### src/common/wdcm_pkg.sv
/*
  Shared constants and carrier types of the watchdog and clock-mode control block.
  Assumes a single 200 MHz clock and a classic Wishbone register bus.
*/
package wdcm_pkg;
  // register indices, byte address is four times the index
  localparam logic [7:0] WDCM_IDX_RATIO  = 8'h09;
  localparam logic [7:0] WDCM_IDX_MODE   = 8'h26;
  localparam logic [7:0] WDCM_IDX_STATUS = 8'h0A;
  localparam logic [7:0] WDCM_IDX_CTRL   = 8'h30;
  // reset values
  localparam logic [7:0] WDCM_RATIO_RST  = 8'h07;
  localparam logic [7:0] WDCM_MODE_RST   = 8'h00;
  // field positions
  localparam int WDCM_MODE_FREQ_MULTIPLIER_ENABLE_BIT  = 5;
  localparam int WDCM_MODE_HALT_BIT  = 6;
  localparam int WDCM_MODE_FAST_BIT  = 7;
  localparam int WDCM_STAT_PDF_BIT   = 4;
  localparam int WDCM_STAT_TO_BIT    = 5;
  // control register bits: one-shot operations written by the core model
  localparam int WDCM_CTRL_CLR_BIT   = 0;
  localparam int WDCM_CTRL_CLR1_BIT  = 1;
  localparam int WDCM_CTRL_CLR2_BIT  = 2;
  localparam int WDCM_CTRL_HALT_BIT  = 3;
  localparam int WDCM_CTRL_WAKE_BIT  = 4;
  // timing
  localparam int WDCM_FIX_STAGES     = 9;
  localparam int WDCM_PRE_STAGES     = 7;
  localparam int WDCM_INSTR_DIV      = 4;
  localparam int WDCM_SST_PULSES     = 1024;
  localparam int WDCM_CLK_MHZ        = 200;
  localparam int WDCM_RC_PERIOD_NS   = 78000;
  localparam int WDCM_RC_CYCLES      = WDCM_RC_PERIOD_NS * WDCM_CLK_MHZ / 1000;
  localparam int WDCM_XTAL_HZ        = 32768;
  localparam int WDCM_XTAL_CYCLES    = WDCM_CLK_MHZ * 1000000 / WDCM_XTAL_HZ;

  typedef enum logic [1:0] {
    WDCM_SRC_RC    = 2'h0,
    WDCM_SRC_XTAL  = 2'h1,
    WDCM_SRC_INSTR = 2'h2
  } wdcm_src_t;

  typedef enum logic [1:0] {
    WDCM_GREEN  = 2'h0,
    WDCM_NORMAL = 2'h1,
    WDCM_IDLE   = 2'h3,
    WDCM_SLEEP  = 2'h2
  } wdcm_mode_t;

  typedef struct packed {
    logic        clear_op;
    logic        first_op;
    logic        second_op;
    logic        halt_op;
    logic        wake_op;
  } wdcm_ops_t;
endpackage

### src/core/wdcm_divider.sv
/*
  Free-running divider that gives a one-cycle enable pulse every DIV cycles.
  Assumes the single system clock; run low holds it cleared.
*/
`timescale 1ns/10ps
module wdcm_divider #(
  parameter int DIV = 4
) (
  input  wire logic clk_i,
  input  wire logic rst_i,
  input  wire logic run_i,
  output logic      tick_o
);
  localparam int W = $clog2(DIV + 1);
  typedef struct packed {
    logic [W-1:0] cnt;
    logic         tick;
  } wdcm_div_state_t;

  wdcm_div_state_t s_reg;
  wdcm_div_state_t s_next;

  always_comb begin
    s_next = s_reg;
    s_next.tick = 1'b0;
    if (!run_i) begin
      s_next.cnt = '0;
    end else if (s_reg.cnt == W'(DIV - 1)) begin
      s_next.cnt = '0;
      s_next.tick = 1'b1;
    end else begin
      s_next.cnt = s_reg.cnt + W'(1);
    end
  end

  always_ff @(posedge clk_i) begin
    if (rst_i) begin
      s_reg <= '0;
    end else begin
      s_reg <= s_next;
    end
  end

  assign tick_o = s_reg.tick;
endmodule

### src/core/wdcm_top.sv
/*
  Watchdog timer with its operating-mode control, reached over classic Wishbone.
  Assumes one 200 MHz clock, synchronous inputs and a core that reports its
  clear, halt and wake operations through the control register or op strobes.
*/
// The Wishbone interface to the registers was chosen for this implementation.
// Operation
// - rc oscillator off unless enabled and selected
// - build option picks rc, crystal or instruction
// - disabled watchdog ignores every watchdog operation
// - fixed divide by 512 first
// - prescaler ratio is two to select value
// - ratio register bits 7..3 plain storage
// - instruction clock stops in sleep and idle
// - crystal clock counts sleep, stops idle
// - rc oscillator runs in every mode
// - timeout in normal/green: chip reset, flag
// - timeout in sleep/idle: warm reset, both flags
// - pin, clear op or halt clear counter
// - one scheme; single op always clears
// - two-op scheme needs both ops to clear
// - green after reset or wake-up
// - leaving fast clock keeps multiplier enable
// - mode bit 5 enables frequency multiplier
// - mode bit 6 selects idle or sleep
// - mode bit 7 selects fast system clock
// - mode bits 4..0 read zero
// - halt sets power-down, clears expiry flag
// - 1024 system clock start-up delay
`timescale 1ns/10ps
module wdcm_top
  import wdcm_pkg::*;
#(
  parameter bit        WDT_ENABLE  = 1'b1,
  parameter wdcm_src_t WDT_SOURCE  = WDCM_SRC_RC,
  parameter bit        TWO_OP      = 1'b0,
  parameter int        RC_CYCLES   = WDCM_RC_CYCLES,
  parameter int        XTAL_CYCLES = WDCM_XTAL_CYCLES,
  parameter int        SST_PULSES  = WDCM_SST_PULSES
) (
  input  wire logic        clk_i,
  input  wire logic        rst_i,
  input  wire logic        wb_cyc_i,
  input  wire logic        wb_stb_i,
  input  wire logic        wb_we_i,
  input  wire logic [9:0]  wb_adr_i,
  input  wire logic [3:0]  wb_sel_i,
  input  wire logic [31:0] wb_dat_i,
  output logic [31:0]      wb_dat_o,
  output logic             wb_ack_o,
  input  wire logic        ext_clear_pin_n_i,
  input  wire wdcm_ops_t   ops_i,
  output logic             watchdog_rc_oscillator_en_o,
  output logic             freq_multiplier_en_o,
  output logic             fast_clock_o,
  output logic             xtal_run_o,
  output logic             sys_clock_run_o,
  output logic             chip_reset_o,
  output logic             warm_reset_o,
  output logic             startup_busy_o,
  output wdcm_mode_t       op_mode_o
);
  localparam int CW = WDCM_FIX_STAGES + WDCM_PRE_STAGES;
  localparam int SW = $clog2(SST_PULSES + 1);

  typedef struct packed {
    logic [7:0]  ratio;
    logic        freq_multiplier_enable;
    logic        halt_osc_stop_select;
    logic        fast_clock_select;
    logic        expiry_flag;
    logic        power_down_flag;
    wdcm_mode_t  mode;
    logic [CW:0] count;
    logic        first_seen;
    logic        second_seen;
    logic        chip_rst;
    logic        warm_rst;
    logic [SW-1:0] startup_delay_timer;
    logic        ack;
    logic [31:0] rdata;
  } wdcm_state_t;

  wdcm_state_t s_reg;
  wdcm_state_t s_next;

  logic       rc_tick;
  logic       xtal_tick;
  logic       instr_tick;
  logic       wd_tick;
  logic       halted;
  logic       rc_on;
  logic       sys_run;
  logic [7:0] adr_idx;
  logic       wb_req;
  logic       wb_wr;
  wdcm_ops_t  ops;
  logic [7:0] wr_byte;

  assign halted  = (s_reg.mode == WDCM_SLEEP) || (s_reg.mode == WDCM_IDLE);
  assign rc_on   = WDT_ENABLE && (WDT_SOURCE == WDCM_SRC_RC);
  assign sys_run = !halted;

  wdcm_divider #(.DIV(RC_CYCLES)) u_rc (
    .clk_i  (clk_i),
    .rst_i  (rst_i),
    .run_i  (rc_on),
    .tick_o (rc_tick)
  );

  // crystal halts only in idle; its timer stands in for the 32768 Hz source
  wdcm_divider #(.DIV(XTAL_CYCLES)) u_xtal (
    .clk_i  (clk_i),
    .rst_i  (rst_i),
    .run_i  (s_reg.mode != WDCM_IDLE),
    .tick_o (xtal_tick)
  );

  // instruction clock is the system clock over four and stops on halt
  wdcm_divider #(.DIV(WDCM_INSTR_DIV)) u_instr (
    .clk_i  (clk_i),
    .rst_i  (rst_i),
    .run_i  (sys_run),
    .tick_o (instr_tick)
  );

  always_comb begin
    unique case (WDT_SOURCE)
      WDCM_SRC_XTAL:  wd_tick = xtal_tick && (s_reg.mode != WDCM_IDLE);
      WDCM_SRC_INSTR: wd_tick = instr_tick && !halted;
      default:        wd_tick = rc_tick;
    endcase
  end

  assign adr_idx = wb_adr_i[9:2];
  assign wb_req  = wb_cyc_i && wb_stb_i && !s_reg.ack;
  assign wb_wr   = wb_req && wb_we_i && wb_sel_i[0];
  assign wr_byte = wb_dat_i[7:0];

  // operations come from the op port or a write to the control register
  always_comb begin
    ops = ops_i;
    if (wb_wr && adr_idx == WDCM_IDX_CTRL) begin
      ops.clear_op  = ops_i.clear_op  | wr_byte[WDCM_CTRL_CLR_BIT];
      ops.first_op  = ops_i.first_op  | wr_byte[WDCM_CTRL_CLR1_BIT];
      ops.second_op = ops_i.second_op | wr_byte[WDCM_CTRL_CLR2_BIT];
      ops.halt_op   = ops_i.halt_op   | wr_byte[WDCM_CTRL_HALT_BIT];
      ops.wake_op   = ops_i.wake_op   | wr_byte[WDCM_CTRL_WAKE_BIT];
    end
  end

  always_comb begin
    logic sw_clear;
    logic wd_clear;
    logic f_seen;
    logic s_seen;
    logic halt_now;
    logic timeout;
    logic [CW:0] limit;
    sw_clear = 1'b0;
    wd_clear = 1'b0;
    f_seen   = 1'b0;
    s_seen   = 1'b0;
    halt_now = 1'b0;
    timeout  = 1'b0;
    limit    = '0;
    s_next = s_reg;
    s_next.chip_rst = 1'b0;
    s_next.warm_rst = 1'b0;
    s_next.ack = wb_req;

    halt_now = ops.halt_op && !halted && (s_reg.startup_delay_timer == '0);
    if (TWO_OP) begin
      f_seen = s_reg.first_seen | ops.first_op;
      s_seen = s_reg.second_seen | ops.second_op;
      sw_clear = f_seen && s_seen;
    end else begin
      sw_clear = ops.clear_op;
    end
    if (!WDT_ENABLE) begin
      sw_clear = 1'b0;
    end
    // the low pin level holds the counter cleared as long as it lasts
    wd_clear = !ext_clear_pin_n_i || sw_clear || (halt_now && WDT_ENABLE);
    s_next.first_seen  = TWO_OP && WDT_ENABLE && f_seen && !wd_clear;
    s_next.second_seen = TWO_OP && WDT_ENABLE && s_seen && !wd_clear;

    limit = (CW + 1)'(1) << (WDCM_FIX_STAGES + s_reg.ratio[2:0]);
    if (!WDT_ENABLE || wd_clear) begin
      s_next.count = '0;
    end else if (wd_tick) begin
      if (s_reg.count + (CW + 1)'(1) >= limit) begin
        timeout = 1'b1;
        s_next.count = '0;
      end else begin
        s_next.count = s_reg.count + (CW + 1)'(1);
      end
    end

    if (sw_clear) begin
      s_next.expiry_flag = 1'b0;
    end

    if (halt_now) begin
      s_next.power_down_flag = 1'b1;
      s_next.expiry_flag = 1'b0;
      s_next.mode = s_reg.halt_osc_stop_select ? WDCM_IDLE : WDCM_SLEEP;
      s_next.fast_clock_select = 1'b0;
    end

    if (timeout) begin
      s_next.expiry_flag = 1'b1;
      s_next.mode = WDCM_GREEN;
      s_next.startup_delay_timer = SW'(SST_PULSES);
      if (halted) begin
        s_next.warm_rst = 1'b1;
        s_next.power_down_flag = 1'b1;
      end else begin
        s_next.chip_rst = 1'b1;
        s_next.ratio = WDCM_RATIO_RST;
        s_next.freq_multiplier_enable = WDCM_MODE_RST[WDCM_MODE_FREQ_MULTIPLIER_ENABLE_BIT];
        s_next.halt_osc_stop_select = WDCM_MODE_RST[WDCM_MODE_HALT_BIT];
        s_next.fast_clock_select = WDCM_MODE_RST[WDCM_MODE_FAST_BIT];
      end
    end else if (ops.wake_op && halted) begin
      s_next.mode = WDCM_GREEN;
      s_next.startup_delay_timer = SW'(SST_PULSES);
    end else if (s_reg.startup_delay_timer != '0) begin
      s_next.startup_delay_timer = s_reg.startup_delay_timer - SW'(1);
    end

    if (wb_wr && !timeout) begin
      unique case (adr_idx)
        WDCM_IDX_RATIO: s_next.ratio = wr_byte;
        WDCM_IDX_MODE: begin
          s_next.freq_multiplier_enable = wr_byte[WDCM_MODE_FREQ_MULTIPLIER_ENABLE_BIT];
          s_next.halt_osc_stop_select = wr_byte[WDCM_MODE_HALT_BIT];
          // software must have had the multiplier on for 20 ms before this
          s_next.fast_clock_select = wr_byte[WDCM_MODE_FAST_BIT];
          if (!halted && !halt_now) begin
            // multiplier enable left as written, fast select alone decides
            s_next.mode = wr_byte[WDCM_MODE_FAST_BIT] ? WDCM_NORMAL : WDCM_GREEN;
          end
        end
        default: ;
      endcase
    end

    s_next.rdata = '0;
    if (wb_req && !wb_we_i) begin
      unique case (adr_idx)
        WDCM_IDX_RATIO: s_next.rdata[7:0] = s_reg.ratio;
        WDCM_IDX_MODE: begin
          s_next.rdata[WDCM_MODE_FREQ_MULTIPLIER_ENABLE_BIT] = s_reg.freq_multiplier_enable;
          s_next.rdata[WDCM_MODE_HALT_BIT] = s_reg.halt_osc_stop_select;
          s_next.rdata[WDCM_MODE_FAST_BIT] = s_reg.fast_clock_select;
        end
        WDCM_IDX_STATUS: begin
          s_next.rdata[WDCM_STAT_PDF_BIT] = s_reg.power_down_flag;
          s_next.rdata[WDCM_STAT_TO_BIT] = s_reg.expiry_flag;
        end
        WDCM_IDX_CTRL: s_next.rdata[1:0] = s_reg.mode;
        default: ;
      endcase
    end
  end

  // power-up reset: green mode, flags clear, start-up delay armed
  always_ff @(posedge clk_i) begin
    if (rst_i) begin
      s_reg       <= '0;
      s_reg.ratio <= WDCM_RATIO_RST;
      s_reg.mode  <= WDCM_GREEN;
      s_reg.startup_delay_timer   <= SW'(SST_PULSES);
    end else begin
      s_reg <= s_next;
    end
  end

  assign wb_ack_o                    = s_reg.ack;
  assign wb_dat_o                    = s_reg.rdata;
  assign watchdog_rc_oscillator_en_o = rc_on;
  assign freq_multiplier_en_o        = s_reg.freq_multiplier_enable;
  assign fast_clock_o                = s_reg.mode == WDCM_NORMAL;
  assign xtal_run_o                  = s_reg.mode != WDCM_IDLE;
  assign sys_clock_run_o             = sys_run && (s_reg.startup_delay_timer == '0);
  assign chip_reset_o                = s_reg.chip_rst;
  assign warm_reset_o                = s_reg.warm_rst;
  assign startup_busy_o              = s_reg.startup_delay_timer != '0;
  assign op_mode_o                   = s_reg.mode;
endmodule

### config.mk
export PLATFORM = sky130hd
export DESIGN_NAME = wdcm_top
export DESIGN_NICKNAME = d
export VERILOG_FILES = /design/src/common/wdcm_pkg.sv /design/src/core/wdcm_divider.sv /design/src/core/wdcm_top.sv
export SDC_FILE = /design/constraint.sdc
export NUM_CORES = 1
export LEC_CHECK = 0
export BUFFER_PORTS_ARGS = -buffer_cell sky130_fd_sc_hd__buf_4
export CORE_ASPECT_RATIO = 1.1
export CORE_MARGIN = 2
export CORE_UTILIZATION = 48
export CTS_CLUSTER_SIZE = 10
export DETAILED_ROUTE_END_ITERATION = 10
export GPL_TIMING_DRIVEN = 0
export HOLD_SLACK_MARGIN = 0.03
export PLACE_DENSITY_LB_ADDON = 0.2
export SKIP_LAST_GASP = 1
export SLEW_MARGIN = 15
export SYNTH_ARGS = -nofsm -noshare
export SYNTH_HDL_FRONTEND = slang
export SYNTH_SLANG_ARGS = --single-unit
### constraint.sdc
create_clock -name clk_i -period 3.2 [get_ports clk_i]
set_clock_uncertainty 0.2 [all_clocks]
set_input_delay 0.48 -clock clk_i [delete_from_list [all_inputs] [get_ports clk_i]]
set_output_delay 0.48 -clock clk_i [all_outputs]
set_load 0.01 [all_outputs]
# After elaboration in Yosys (flattened, before gate mapping)
# Cells that the tools add are included.
op_classes:
  add_sub_neg: 4
  order_cmp: 1
  n_eq_ne: 9
  n_shift: 1
  muxes: 27
  bitwise: 8
  n_reduce_logical: 30
op_table:
  columns: ["cell", "n"]
  rows:
  - ["$mux 11", 2]
  - ["$add 17x1->17 const B", 1]
  - ["$ge 17x17->1", 1]
  - ["$mux 17", 1]
  - ["$shl 1x5->17 const A", 1]
  - ["$eq 8x4->1 const B", 2]
  - ["$eq 8x6->1 const B", 2]
  - ["$add 14x1->14 const B", 1]
  - ["$eq 14x14->1 const B", 1]
  - ["$mux 13", 1]
  - ["$logic_and 1x1->1", 12]
  - ["$logic_not 11->1", 1]
  - ["$reduce_bool 11->1", 1]
  - ["$sub 11x1->11 const B", 1]
  - ["$mux 1", 10]
  - ["$mux 2", 5]
  - ["$mux 5", 2]
  - ["$mux 8", 1]
  - ["$pmux 2 s2", 2]
  - ["$reduce_or 2->1", 4]
  - ["$logic_not 1->1", 6]
  - ["$reduce_or 3->1", 2]
  - ["$add 4x3->5 const A", 1]
  - ["$or 1x1->1", 5]
  - ["other kinds (9)", 14]
totals:
  regBits: 93
  wordCells: 97

# Logic depth before layout (Yosys ltp)
# Gate-level depths: netlist of run 1.
logic_depth:
  ltp_word: 14
  depth_mapped: 16
  ltp_nobuf: 14

# Cells and area by module
# Synthesis of run 1 repeated with hierarchy kept, for this count alone.
unflattened:
  cells_unflattened: 499
  hier_area_um2: 4226.6
modules_own_cells:
  columns: ["module", "instances", "cells_each", "area_per_inst_um2", "seq_area_each_um2"]
  rows:
  - ["wdcm_top", 1, 428, 3572.2, 1081.0]
  - ["wdcm_divider", 1, 71, 654.4, 300.3]

# Least setup slack after synthesis of run 1
# OpenSTA, ideal clock, no wires.
synth_timing:
  path_kind: "flip-flop to flip-flop"
  start: "register s_reg[48] in the netlist's numbering"
  end: "register s_reg[77] in the netlist's numbering"
  setup_ps: 131
  arrival_time_ps: 3081
  path_slack_ps: -212
  stages_incl_launch_ff: 15
  path_buffers: 1
  path_cell_list: "dfxtp_1 -> ha_1 -> nand2_1 -> nor3_1 -> and2_1 -> nand3_1 -> xnor2_1 -> ha_1 -> nand4_1 -> nor3_1 -> o311ai_0 -> o2111a_1 -> o211ai_2 -> clkbuf_1 -> o21ai_0"
synth_between:
  elab_chain_len: 8
  elab_cells_between_ends: 10
  classes_between: "add/sub (1); order compare (1); mux (6); reduce/logical (2)"
synth_lines:
  columns: ["item", "line_no", "source"]
  rows:
  - ["start, declared", "wdcm_top.sv:84", "wdcm_state_t s_reg;"]
  - ["start signal, assigned", "wdcm_top.sv:276", "s_reg <= s_next;"]
  - ["$add 17x1->17 *", "wdcm_top.sv:192", "if (s_reg.count + (CW + 1)'(1) >= limit) begin"]
  - ["$ge 17x17->1 *", "wdcm_top.sv:192", null]
  - ["$mux 1 *", "wdcm_top.sv:192", null]
  - ["$mux 1 *", "wdcm_top.sv:191", "end else if (wd_tick) begin"]
  - ["$mux 1 *", "wdcm_top.sv:189", "if (!WDT_ENABLE || wd_clear) begin"]
  - ["$mux 13 / $logic_not 1->1 (equally long branches)", "wdcm_top.sv:211, wdcm_top.sv:232", null]
  - ["$mux 8 / $logic_and 1x1->1 (equally long branches)", "wdcm_top.sv:233, wdcm_top.sv:232", null]
  - ["$mux 11 *", "wdcm_top.sv:232", "if (wb_wr && !timeout) begin"]
# Every way passes the cells marked *; elsewhere a longest branch is shown, timed or not.
# A chain may end at the register's enable or synchronous reset.

# Worst setup path after layout of run 1
layout_timing:
  start: "register s_reg[51] in the netlist's numbering"
  end: "register s_reg[72] in the netlist's numbering"
# The elaborated chain is that of the path after synthesis.

==> impl_metrics.env, run 1 <==
export IMPL_status="finished, violations left"
export IMPL_violations="setup timing"
export IMPL_yosysWarnings=0
export IMPL_antenna_found_initial=0
export IMPL_post_route_cell_area_um2=5090
export IMPL_insertion_delay_ns=0.35
export IMPL_finalHoldViolCount=0
export IMPL_final_cells=665
export IMPL_die_w_um=88.1
export IMPL_yosysSeqAreaShare_pct=37.0
export IMPL_multi_input_area_um2=2410
export IMPL_fillCellCount=613
export IMPL_place_area_um2=4310
export IMPL_cp_data_arrival_time_ns=3.34
export IMPL_cp_max_fo=5
export IMPL_core_um2=7510
export IMPL_start_util_pct=49.7
export IMPL_grt_pass1_wl_um=13500
export IMPL_rsz0062_at_grt="true"
export IMPL_ant_nets=0
export IMPL_synth_cell_types=52
export IMPL_synth_edf_count=0
export IMPL_rows=33
export IMPL_max_cap_violations=0
export IMPL_power_leakage_uw=0.00216
export IMPL_cts_sinks=69
export IMPL_ir_drop_v=0.000423
export IMPL_root_buffer="clkbuf_8"
export IMPL_fin_crit_sh_pct=102
export IMPL_dp_cells=623
export IMPL_mappedNetlistArea_um2=3740
export IMPL_drt_iter0_drc=166
export IMPL_h_tree_depth=3
export IMPL_grt_max_degree=13
export IMPL_io_buffers=43
export IMPL_hold_class="input port to flip-flop"
export IMPL_setup_ws_ns=-0.0640
export IMPL_cts_tree="yes"
export IMPL_drt_wirelength_per_cell_um=13.5
export IMPL_boundaryPins=100
export IMPL_viasPerCell=5.15
export IMPL_final_seq_area_um2=1410
export IMPL_clkTransAtPathRegs_ns=0.08
export IMPL_cts_buffers=9
export IMPL_fmax_mhz=306
export IMPL_drtPass1Iterations=5
export IMPL_gp_congestion=0.791
export IMPL_die_area_um2=8510
export IMPL_setup_viol=27
export IMPL_grt_pass1_vias=3016
export IMPL_wl_um=9000
export IMPL_tightest_slew_ns=1.16
export IMPL_nets=632
export IMPL_clockBufferDepth=2
export IMPL_largest_register_ffs=40
export IMPL_relSlewSlack_pct=22.4
export IMPL_synth_seq_cells=69
export IMPL_crit_type="flip-flop to flip-flop"
export IMPL_required_ns=3.28
export IMPL_async_flop_share_pct=0
export IMPL_num_vias=3422
export IMPL_whs_ns=0.198
export IMPL_syn_to_final_growth_pct=36.2
export IMPL_grt_usage_pct=20.2
export IMPL_layout_commonest_cell="buf_4"
export IMPL_synth_ff_type="dfxtp_1"
export IMPL_drc_errors=0
export IMPL_grt_overflow_total=0
export IMPL_die_h_um=96.5
export IMPL_final_min_clock_period_ns=3.26
export IMPL_powerDensity_nw_per_um2=402
export IMPL_cp_start_kind="flip-flop"
export IMPL_final_cell_mix="buf_4, nor2_1, dfxtp_1"
export IMPL_endpoint_kind="flip-flop"
export IMPL_dp_hpwl_um=6020
export IMPL_antennaDiodeCount=0
export IMPL_avgSynthCellArea_um2=8.36
export IMPL_drive_gt1_share_pct=33.8
export IMPL_drv_slew=0
export IMPL_synthCells=447
## synth_stat cells, drive strengths merged, types with 6 or more instances
library cell   n  share of area, %
xor2          16               3.8
nor3          15               2.3
inv           13               1.3
xnor2         17               4.0
clkbuf         9              0.90
a21oi         15               2.0
o21ai         10               1.3
dfxtp         69                37
nand4          8               1.3
buf           38               7.7
nand3b         6               1.2
ha            20               6.7
nor2          66               6.6
a22oi         18               3.6
nor4           6               1.0
nand3         21               2.8
nand2         40               4.1
## layer usage
| layer | wire, um | vias to the layer above | global-route usage [%] |
|---|---|---|---|
| li1 | - | 1711 | - |
| met1 | 3870 | 1603 | 25.3 |
| met2 | 4520 | 89 | 33.4 |
| met3 | 441 | 19 | 5.35 |
| met4 | 175 | 0 | 7.70 |
| met5 | 0 | - | 0 |
## path summary, 6_finish.rpt
| check | end | cells after the start | slack [ns] | start |
|---|---|---|---|---|
| setup / recovery | s_reg[72] | 14 | -0.06 | s_reg[51] |
| hold / removal | s_reg[75] | 3 | 0.20 | wb_dat_i[3] |
| setup reg to reg | s_reg[72] | 14 | -0.06 | s_reg[51] |
| hold reg to reg | u_rc.s_reg[1] | 1 | 0.24 | u_rc.s_reg[1] |
## layout make-up
type | instances | area share [%]
multi-input combinational | 347 | 47.4
sequential | 69 | 27.7
timing repair buffer | 69 | 10.9
buffer | 45 | 6.49
clock buffer | 11 | 2.78
tap | 105 | 2.58
clock inverter | 5 | 1.16
inverter | 14 | 1.03
## cells by family (layout without fill, tap and decap cells)
family / after synthesis / in the layout / share of synthesized area, %
DFF: 69 / 69 / 37.0
other: 2 / 30 / 0.201
adders and majority gates: 20 / 20 / 6.70
and+or+nand+nor: 196 / 197 / 26.1
AOI/OAI and AO/OA: 61 / 62 / 11.0
xor gates and xnor gates: 33 / 33 / 7.74
muxes: 5 / 5 / 1.37
buffers and inverters: 61 / 144 / 9.98
## through the flow
stage	setup WS, ns	power (uW)	util [%]	setup TNS, ns
floorplan	0.0103	1220	-	0
global placement	-0.609	1290	57.4	-16.25
global route	-0.234	2150	67.7	-7.41
CTS	0.00413	2020	64.4	0
finish	-0.0640	2050	67.7	-0.735
detailed placement	-0.670	1300	57.4	-18.31
## power breakdown
part	total (uW)	switching [uW]	internal [uW]	leakage (uW)
clock network	736	353	383	0.0000959
registers	963	52.8	910	0.000566
logic	348	179	169	0.00149
## what timing repair did
item,4_1_cts,5_1_grt
gates cloned,1,1
pin swaps,15,22
buffers inserted,18,8
endpoints found under the setup margin,45,42
resized for setup,47,43
hold buffers,0,0
## worst max-delay path: stages (launching register included)
cell and delay [ns]:
dfxtp_4 0.38, nand3_2 0.10, or2_4 0.29, nor2_4 0.13, nand4_1 0.15, xnor2_2 0.18, ha_1 0.30, nand4_1 0.17
nor3_4 0.30, inv_2 0.08, o2111a_2 0.31, o211ai_4 0.23, buf_6 0.15, nor3_1 0.04, a31oi_1 0.16
Note: power is estimated with default switching activity, not from simulation.
==> inputs of run 2 (changes only) <==
GPL_TIMING_DRIVEN = default   (was 0)
SKIP_LAST_GASP = default   (was 1)
==> run 2 against run 1 <==
Against the previous run:
- the run still ends with setup timing left
- critical path depth up 2
- design area fell by 7.3%
- register-to-register slack is essentially flat
- critical endpoint is now s_reg[69]
==> impl_metrics.env, run 2 (same netlist as run 1, synthesis figures left out) <==
export IMPL_status="finished, violations left"
export IMPL_violations="setup timing"
export IMPL_core_um2=7510
export IMPL_drt_wirelength_per_cell_um=12.4
export IMPL_grt_overflow_total=0
export IMPL_max_cap_violations=0
export IMPL_cp_start_kind="flip-flop"
export IMPL_cpMaxStageDelayCell="dfxtp_4"
export IMPL_final_seq_area_um2=1400
export IMPL_fillCellCount=678
export IMPL_reg2reg_from="s_reg[49]"
export IMPL_gp_congestion=0.802
export IMPL_die_w_um=88.1
export IMPL_setup_viol=7
export IMPL_setup_ws_ns=-0.0612
export IMPL_die_h_um=96.5
export IMPL_nets=604
export IMPL_path_cells="ha_4 > nand2_4 > nor3_4 > and2_4 > nand3_2 > xnor2_2 > ha_1 > nand4_1 > nor3_4 > o311ai_4 > buf_4 > o2111ai_2 > nand2b_1 > buf_4 > o21ai_0 > mux2i_1"
export IMPL_rows=33
export IMPL_timing_rr_end="s_reg[69]"
export IMPL_num_vias=3213
export IMPL_path_buf_inv=2
export IMPL_clkTransAtPathRegs_ns=0.09
export IMPL_fmax_mhz=307
export IMPL_rr_worst_depth=16
export IMPL_grt_pass1_vias=2979
export IMPL_whs_path_depth=3
export IMPL_drtPass1Iterations=4
export IMPL_required_ns=3.24
export IMPL_start_util_pct=49.7
export IMPL_path_delay_family="simple AND/OR/NAND/NOR gates"
export IMPL_cp_data_arrival_time_ns=3.30
export IMPL_cts_tree="yes"
export IMPL_drt_iter0_drc=102
export IMPL_powerDensity_nw_per_um2=411
export IMPL_finalHoldViolCount=0
export IMPL_rsz0062_at_grt="true"
export IMPL_worstHoldStart="wb_dat_i[6]"
export IMPL_ir_drop_v=0.000394
export IMPL_power_leakage_uw=0.00199
export IMPL_hold_class="input port to flip-flop"
export IMPL_hold_buffers=0
export IMPL_drive_gt1_share_pct=27.3
export IMPL_viasPerCell=5.04
export IMPL_io_buffers=43
export IMPL_drv_slew=0
export IMPL_antenna_found_initial=0
export IMPL_final_min_clock_period_ns=3.26
export IMPL_min_delay_worst_endpoint="s_reg[78]"
export IMPL_largest_register_ffs=40
export IMPL_antennaDiodeCount=0
export IMPL_fin_crit_sh_pct=102
export IMPL_relSlewSlack_pct=59.0
export IMPL_grt_max_degree=20
export IMPL_multi_input_area_um2=2260
export IMPL_root_buffer="clkbuf_8"
export IMPL_die_area_um2=8510
export IMPL_cts_buffers=9
export IMPL_grt_usage_pct=19.1
export IMPL_drc_errors=0
export IMPL_final_cell_mix="buf_4, nor2_1, dfxtp_1"
export IMPL_ant_nets=0
export IMPL_utilization_pct=62.7
export IMPL_wl_um=7930
export IMPL_crit_type="flip-flop to flip-flop"
export IMPL_rrSetupSlack_ns=-0.06
export IMPL_total_power_uw=1940
export IMPL_insertion_delay_ns=0.35
export IMPL_layout_commonest_cell="buf_4"
export IMPL_tns_ns=-0.248
export IMPL_dp_hpwl_um=5860
export IMPL_syn_to_final_growth_pct=26.2
export IMPL_h_tree_depth=3
export IMPL_slowest_delay_ns=0.37
export IMPL_grt_pass1_wl_um=12900
export IMPL_tightest_slew_ns=0.612
export IMPL_boundaryPins=100
export IMPL_endpoint_kind="flip-flop"
export IMPL_clockBufferDepth=2
export IMPL_cts_sinks=69
export IMPL_cp_max_fo=4
-- run 2: how the worst max path moves through the flow --
stage,end,cells past startpoint,slack [ns],from
5_1_grt,s_reg[73],16,-0.19,s_reg[49]
4_1_cts,s_reg[73],16,0.002,s_reg[49]
2_1_floorplan,s_reg[77],15,0.01,s_reg[48]
3_3_place_gp,s_reg[77],14,-0.15,s_reg[48]
3_5_place_dp,s_reg[77],13,-0.22,s_reg[49]
6_report,s_reg[69],16,-0.06,s_reg[49]
-- run 2: where the power goes --
group          switching [uW]  internal (uW)  leakage, uW
Clock                     378            296    0.0000916
Combinational             156            143      0.00134
Sequential               51.5            913     0.000563
Total                     586           1350      0.00199
-- run 2: area by class of cell --
class	count	area share, %
clock inverters	7	1.27
clock buffers	9	2.63
multi-input cells	345	48.0
flip-flops and latches	69	29.6
well taps	105	2.79
inverters	14	1.11
repair buffers	88	14.6
-- run 2: what timing repair did --
action	CTS	global route
setup endpoints to repair	44	45
setup buffers	3	4
pin swaps	5	15
gates cloned	0	0
gates resized for setup	15	33
-- run 2: routing by layer --
layer | track usage (%) | vias to the layer above | wire length, um | part of all wire (%)
met5 | 0 | - | 0 | 0
met1 | 24.7 | 1498 | 3750 | 47
li1 | - | 1654 | - | -
met4 | 5.93 | 0 | 113 | 1.4
met2 | 31.9 | 50 | 3780 | 48
met3 | 3.99 | 11 | 293 | 3.7
-- run 2: metrics by stage --
| stage | setup WS [ns] | cells | hold WS [ns] | instance area [um^2] |
|---|---|---|---|---|
| finish | -0.0612 | 637 | 0.196 | 4710 |
| CTS | 0.00220 | 633 | 0.191 | 4560 |
| floorplan | 0.0103 | 475 | 0.213 | 3860 |
| global route | -0.192 | 637 | 0.202 | 4710 |
| global placement | -0.153 | 614 | 0.224 | 4290 |
| detailed placement | -0.218 | 614 | 0.240 | 4290 |
-- run 2: worst register-to-register path, stage by stage (launching register included) --
cell and delay, ns:
dfxtp_4 0.37, ha_4 0.15, nand2_4 0.05, nor3_4 0.24, and2_4 0.19, nand3_2 0.09
xnor2_2 0.16, ha_1 0.29, nand4_1 0.17, nor3_4 0.25, o311ai_4 0.15, buf_4 0.16
o2111ai_2 0.10, nand2b_1 0.17, buf_4 0.19, o21ai_0 0.14, mux2i_1 0.08
==> inputs of run 3 (changes only) <==
ABC_AREA = 1   (was default)
CORE_UTILIZATION = 49   (was 48)
==> run 3 against run 2 <==
Against the previous run:
- the flow still finishes with violations (setup timing)
- critical path depth rose by 5
- sequential power is essentially flat
- highest routed layer unchanged
- critical endpoint is now freq_multiplier_en_o
- cell count rose by 25%
- sequential cell count is the same
- clock-buffer cell count is the same
- area after synthesis is 9.5% higher
- clock power is 16% higher
- fmax rose by 0.79%
- die area grew 6.9%
- critical path type unchanged
- routed wire length is 19% higher
- register-to-register slack gained 0.03 ns
- worst setup slack better by 0.026 ns
==> impl_metrics.env, run 3 <==
export IMPL_status="finished, violations left"
export IMPL_violations="setup timing"
export IMPL_nets=760
export IMPL_io_buffers=43
export IMPL_yosysWarnings=0
export IMPL_grt_pass1_wl_um=16300
export IMPL_synth_seq_cells=69
export IMPL_avgSynthCellArea_um2=6.92
export IMPL_tns_ns=-0.0691
export IMPL_num_vias=3853
export IMPL_ant_nets=0
export IMPL_grt_pass1_vias=3761
export IMPL_die_area_um2=9090
export IMPL_boundaryPins=100
export IMPL_start_util_pct=51.1
export IMPL_hold_buffers=0
export IMPL_rrSetupSlack_ns=-0.04
export IMPL_synth_ff_type="dfxtp_1"
export IMPL_final_cell_mix="nand2_1, buf_4, dfxtp_1"
export IMPL_setup_ws_ns=-0.0355
export IMPL_cp_data_arrival_time_ns=3.33
export IMPL_synthCells=591
export IMPL_dr_wl_met3_um=374
export IMPL_fin_crit_sh_pct=101
export IMPL_cpMaxStageDelayCell="dfxtp_2"
export IMPL_grt_usage_pct=21.7
export IMPL_synth_cell_types=38
export IMPL_cts_sinks=69
export IMPL_path_cells="buf_4 > inv_1 > nor2_2 > nand2_1 > inv_2 > nand3_4 > nor4_2 > xor2_1 > ha_1 > nand2_2 > inv_2 > a21oi_2 > o21ai_2 > nor2_4 > a21oi_4 > nand2_4 > buf_6 > nand3_4 > nand2_1 > nand2_1 > nor2_1"
export IMPL_whs_ns=0.150
export IMPL_root_buffer="clkbuf_8"
export IMPL_hold_class="input port to flip-flop"
export IMPL_drtPass1Iterations=4
export IMPL_cp_max_fo=6
export IMPL_drv_slew=0
export IMPL_tightest_slew_ns=0.899
export IMPL_gp_congestion=0.895
export IMPL_power_leakage_uw=0.00246
export IMPL_insertion_delay_ns=0.36
export IMPL_top_layer_used="met4"
export IMPL_max_cap_violations=0
export IMPL_synth_largest_area_cell="dfxtp_1"
export IMPL_slowest_delay_ns=0.36
export IMPL_relSlewSlack_pct=39.5
export IMPL_cts_tree="yes"
export IMPL_layout_commonest_cell="nand2_1"
export IMPL_path_buf_inv=5
export IMPL_clockBufferDepth=2
export IMPL_die_w_um=91.1
export IMPL_setup_viol=3
export IMPL_met2_length_um=4970
export IMPL_endpoint_kind="flip-flop"
export IMPL_dp_hpwl_um=6470
export IMPL_synth_commonest_cells="nand2_1, nor2_1, dfxtp_1, inv_1, buf_4"
export IMPL_finalHoldViolCount=0
export IMPL_crit_type="flip-flop to flip-flop"
export IMPL_drc_errors=0
export IMPL_syn_to_final_growth_pct=28.4
export IMPL_synth_edf_count=0
export IMPL_met1_length_um=3900
export IMPL_largest_register_ffs=40
export IMPL_mappedNetlistArea_um2=4090
export IMPL_drive_gt1_share_pct=27.9
export IMPL_core_um2=8000
export IMPL_yosysSeqAreaShare_pct=33.8
export IMPL_synth_area_leaders="dfxtp_1, nand2_1, buf_4"
export IMPL_rsz0062_at_grt="true"
export IMPL_drt_iter0_drc=132
export IMPL_grt_max_degree=19
export IMPL_wl_um=9420
export IMPL_fmax_mhz=309
export IMPL_powerDensity_nw_per_um2=416
export IMPL_required_ns=3.29
export IMPL_cpMostUsedCell="nand2_1"
export IMPL_synth_top_area_share_pct=33.8
export IMPL_cp_start_kind="flip-flop"
export IMPL_h_tree_depth=3
export IMPL_grt_overflow_total=0
export IMPL_clkTransAtPathRegs_ns=0.08
export IMPL_final_min_clock_period_ns=3.24
export IMPL_path_delay_family="simple AND/OR/NAND/NOR gates"
export IMPL_antenna_found_initial=0
export IMPL_die_h_um=99.8
export IMPL_rows=34
export IMPL_yosysMostFrequentCell="nand2_1"
export IMPL_ir_drop_v=0.000360
export IMPL_antennaDiodeCount=0
export IMPL_viasPerCell=4.85
export IMPL_drt_wirelength_per_cell_um=11.8
export IMPL_cts_buffers=9
export IMPL_async_flop_share_pct=0
run 3: cell count changes after synthesis, sizes merged, moves of 9 or more:
cell   change
a21oi     +18
a22oi     -18
inv       +57
nand2    +128
nand3      +9
nor2      +11
xnor2      -9
run 3: per-stage QoR:
step           setup slack [ns]  area, um^2  total power (uW)  std cells  utilization [%]
2_1_floorplan            0.0596        4200              1310        619                -
3_3_place_gp             -0.408        4590              1360        759             57.4
3_5_place_dp             -0.491        4590              1370        759             57.4
4_1_cts                 -0.0204        5100              2150        792             63.8
5_1_grt                  -0.260        5250              2310        795             65.7
6_report                -0.0355        5250              2180        795             65.7
run 3: what timing repair did:
item                       in CTS  in global routing
setup endpoints to repair      45                 45
gates resized for setup        37                 41
cloned                          1                  0
buffers inserted               17                  5
pin swaps                      22                 22
run 3: worst reg2reg max path, cell delays in order (launching register included):
cell and delay, ns:
dfxtp_2 0.36, buf_4 0.13, inv_1 0.06, nor2_2 0.14, nand2_1 0.09, inv_2 0.07
nand3_4 0.09, nor4_2 0.25, xor2_1 0.25, ha_1 0.28, nand2_2 0.10, inv_2 0.06
a21oi_2 0.14, o21ai_2 0.10, nor2_4 0.15, a21oi_4 0.08, nand2_4 0.14, buf_6 0.12
nand3_4 0.09, nand2_1 0.12, nand2_1 0.05, nor2_1 0.11
run 3: area by class of cell:
| class | instances | area [um^2] |
|---|---|---|
| sequential | 69 | 1380 |
| multi-input combinational | 434 | 2490 |
| fill | 753 | 2750 |
| clock inverter | 6 | 88.8 |
| inverter | 71 | 267 |
| tap | 108 | 135 |
| timing repair buffer | 98 | 762 |
| clock buffer | 9 | 124 |
run 3: final timing paths:
check | to | cells after the start | startpoint
max | freq_multiplier_en_o | 21 | s_reg[48]
min reg2reg | wb_dat_o[3] | 2 | s_reg[75]
min | freq_multiplier_en_o | 3 | wb_dat_i[5]
max reg2reg | freq_multiplier_en_o | 21 | s_reg[48]
run 3: cell families after synthesis:
| family | count (synthesis) | share of synthesized area [%] |
|---|---|---|
| flip-flops | 69 | 33.8 |
| adder cells (fa/ha/maj) | 20 | 6.12 |
| AO/OA/AOI/OAI | 47 | 6.09 |
| AND/OR/NAND/NOR | 313 | 34.4 |
| other | 2 | 0.184 |
| XOR/XNOR | 23 | 4.93 |
| buffers and inverters | 117 | 14.6 |
run 3: report_power, final:
group / internal (uW) / switching (uW)
clock network: 434 / 346
logic: 183 / 257
registers: 917 / 46.5
run 3: per-layer routing:
metal  vias up  global-route usage, %
li1       1982                      -
met1      1772                   25.5
met2        82                   39.5
met3        17                   3.45
met4         0                   8.86
met5         -                      0
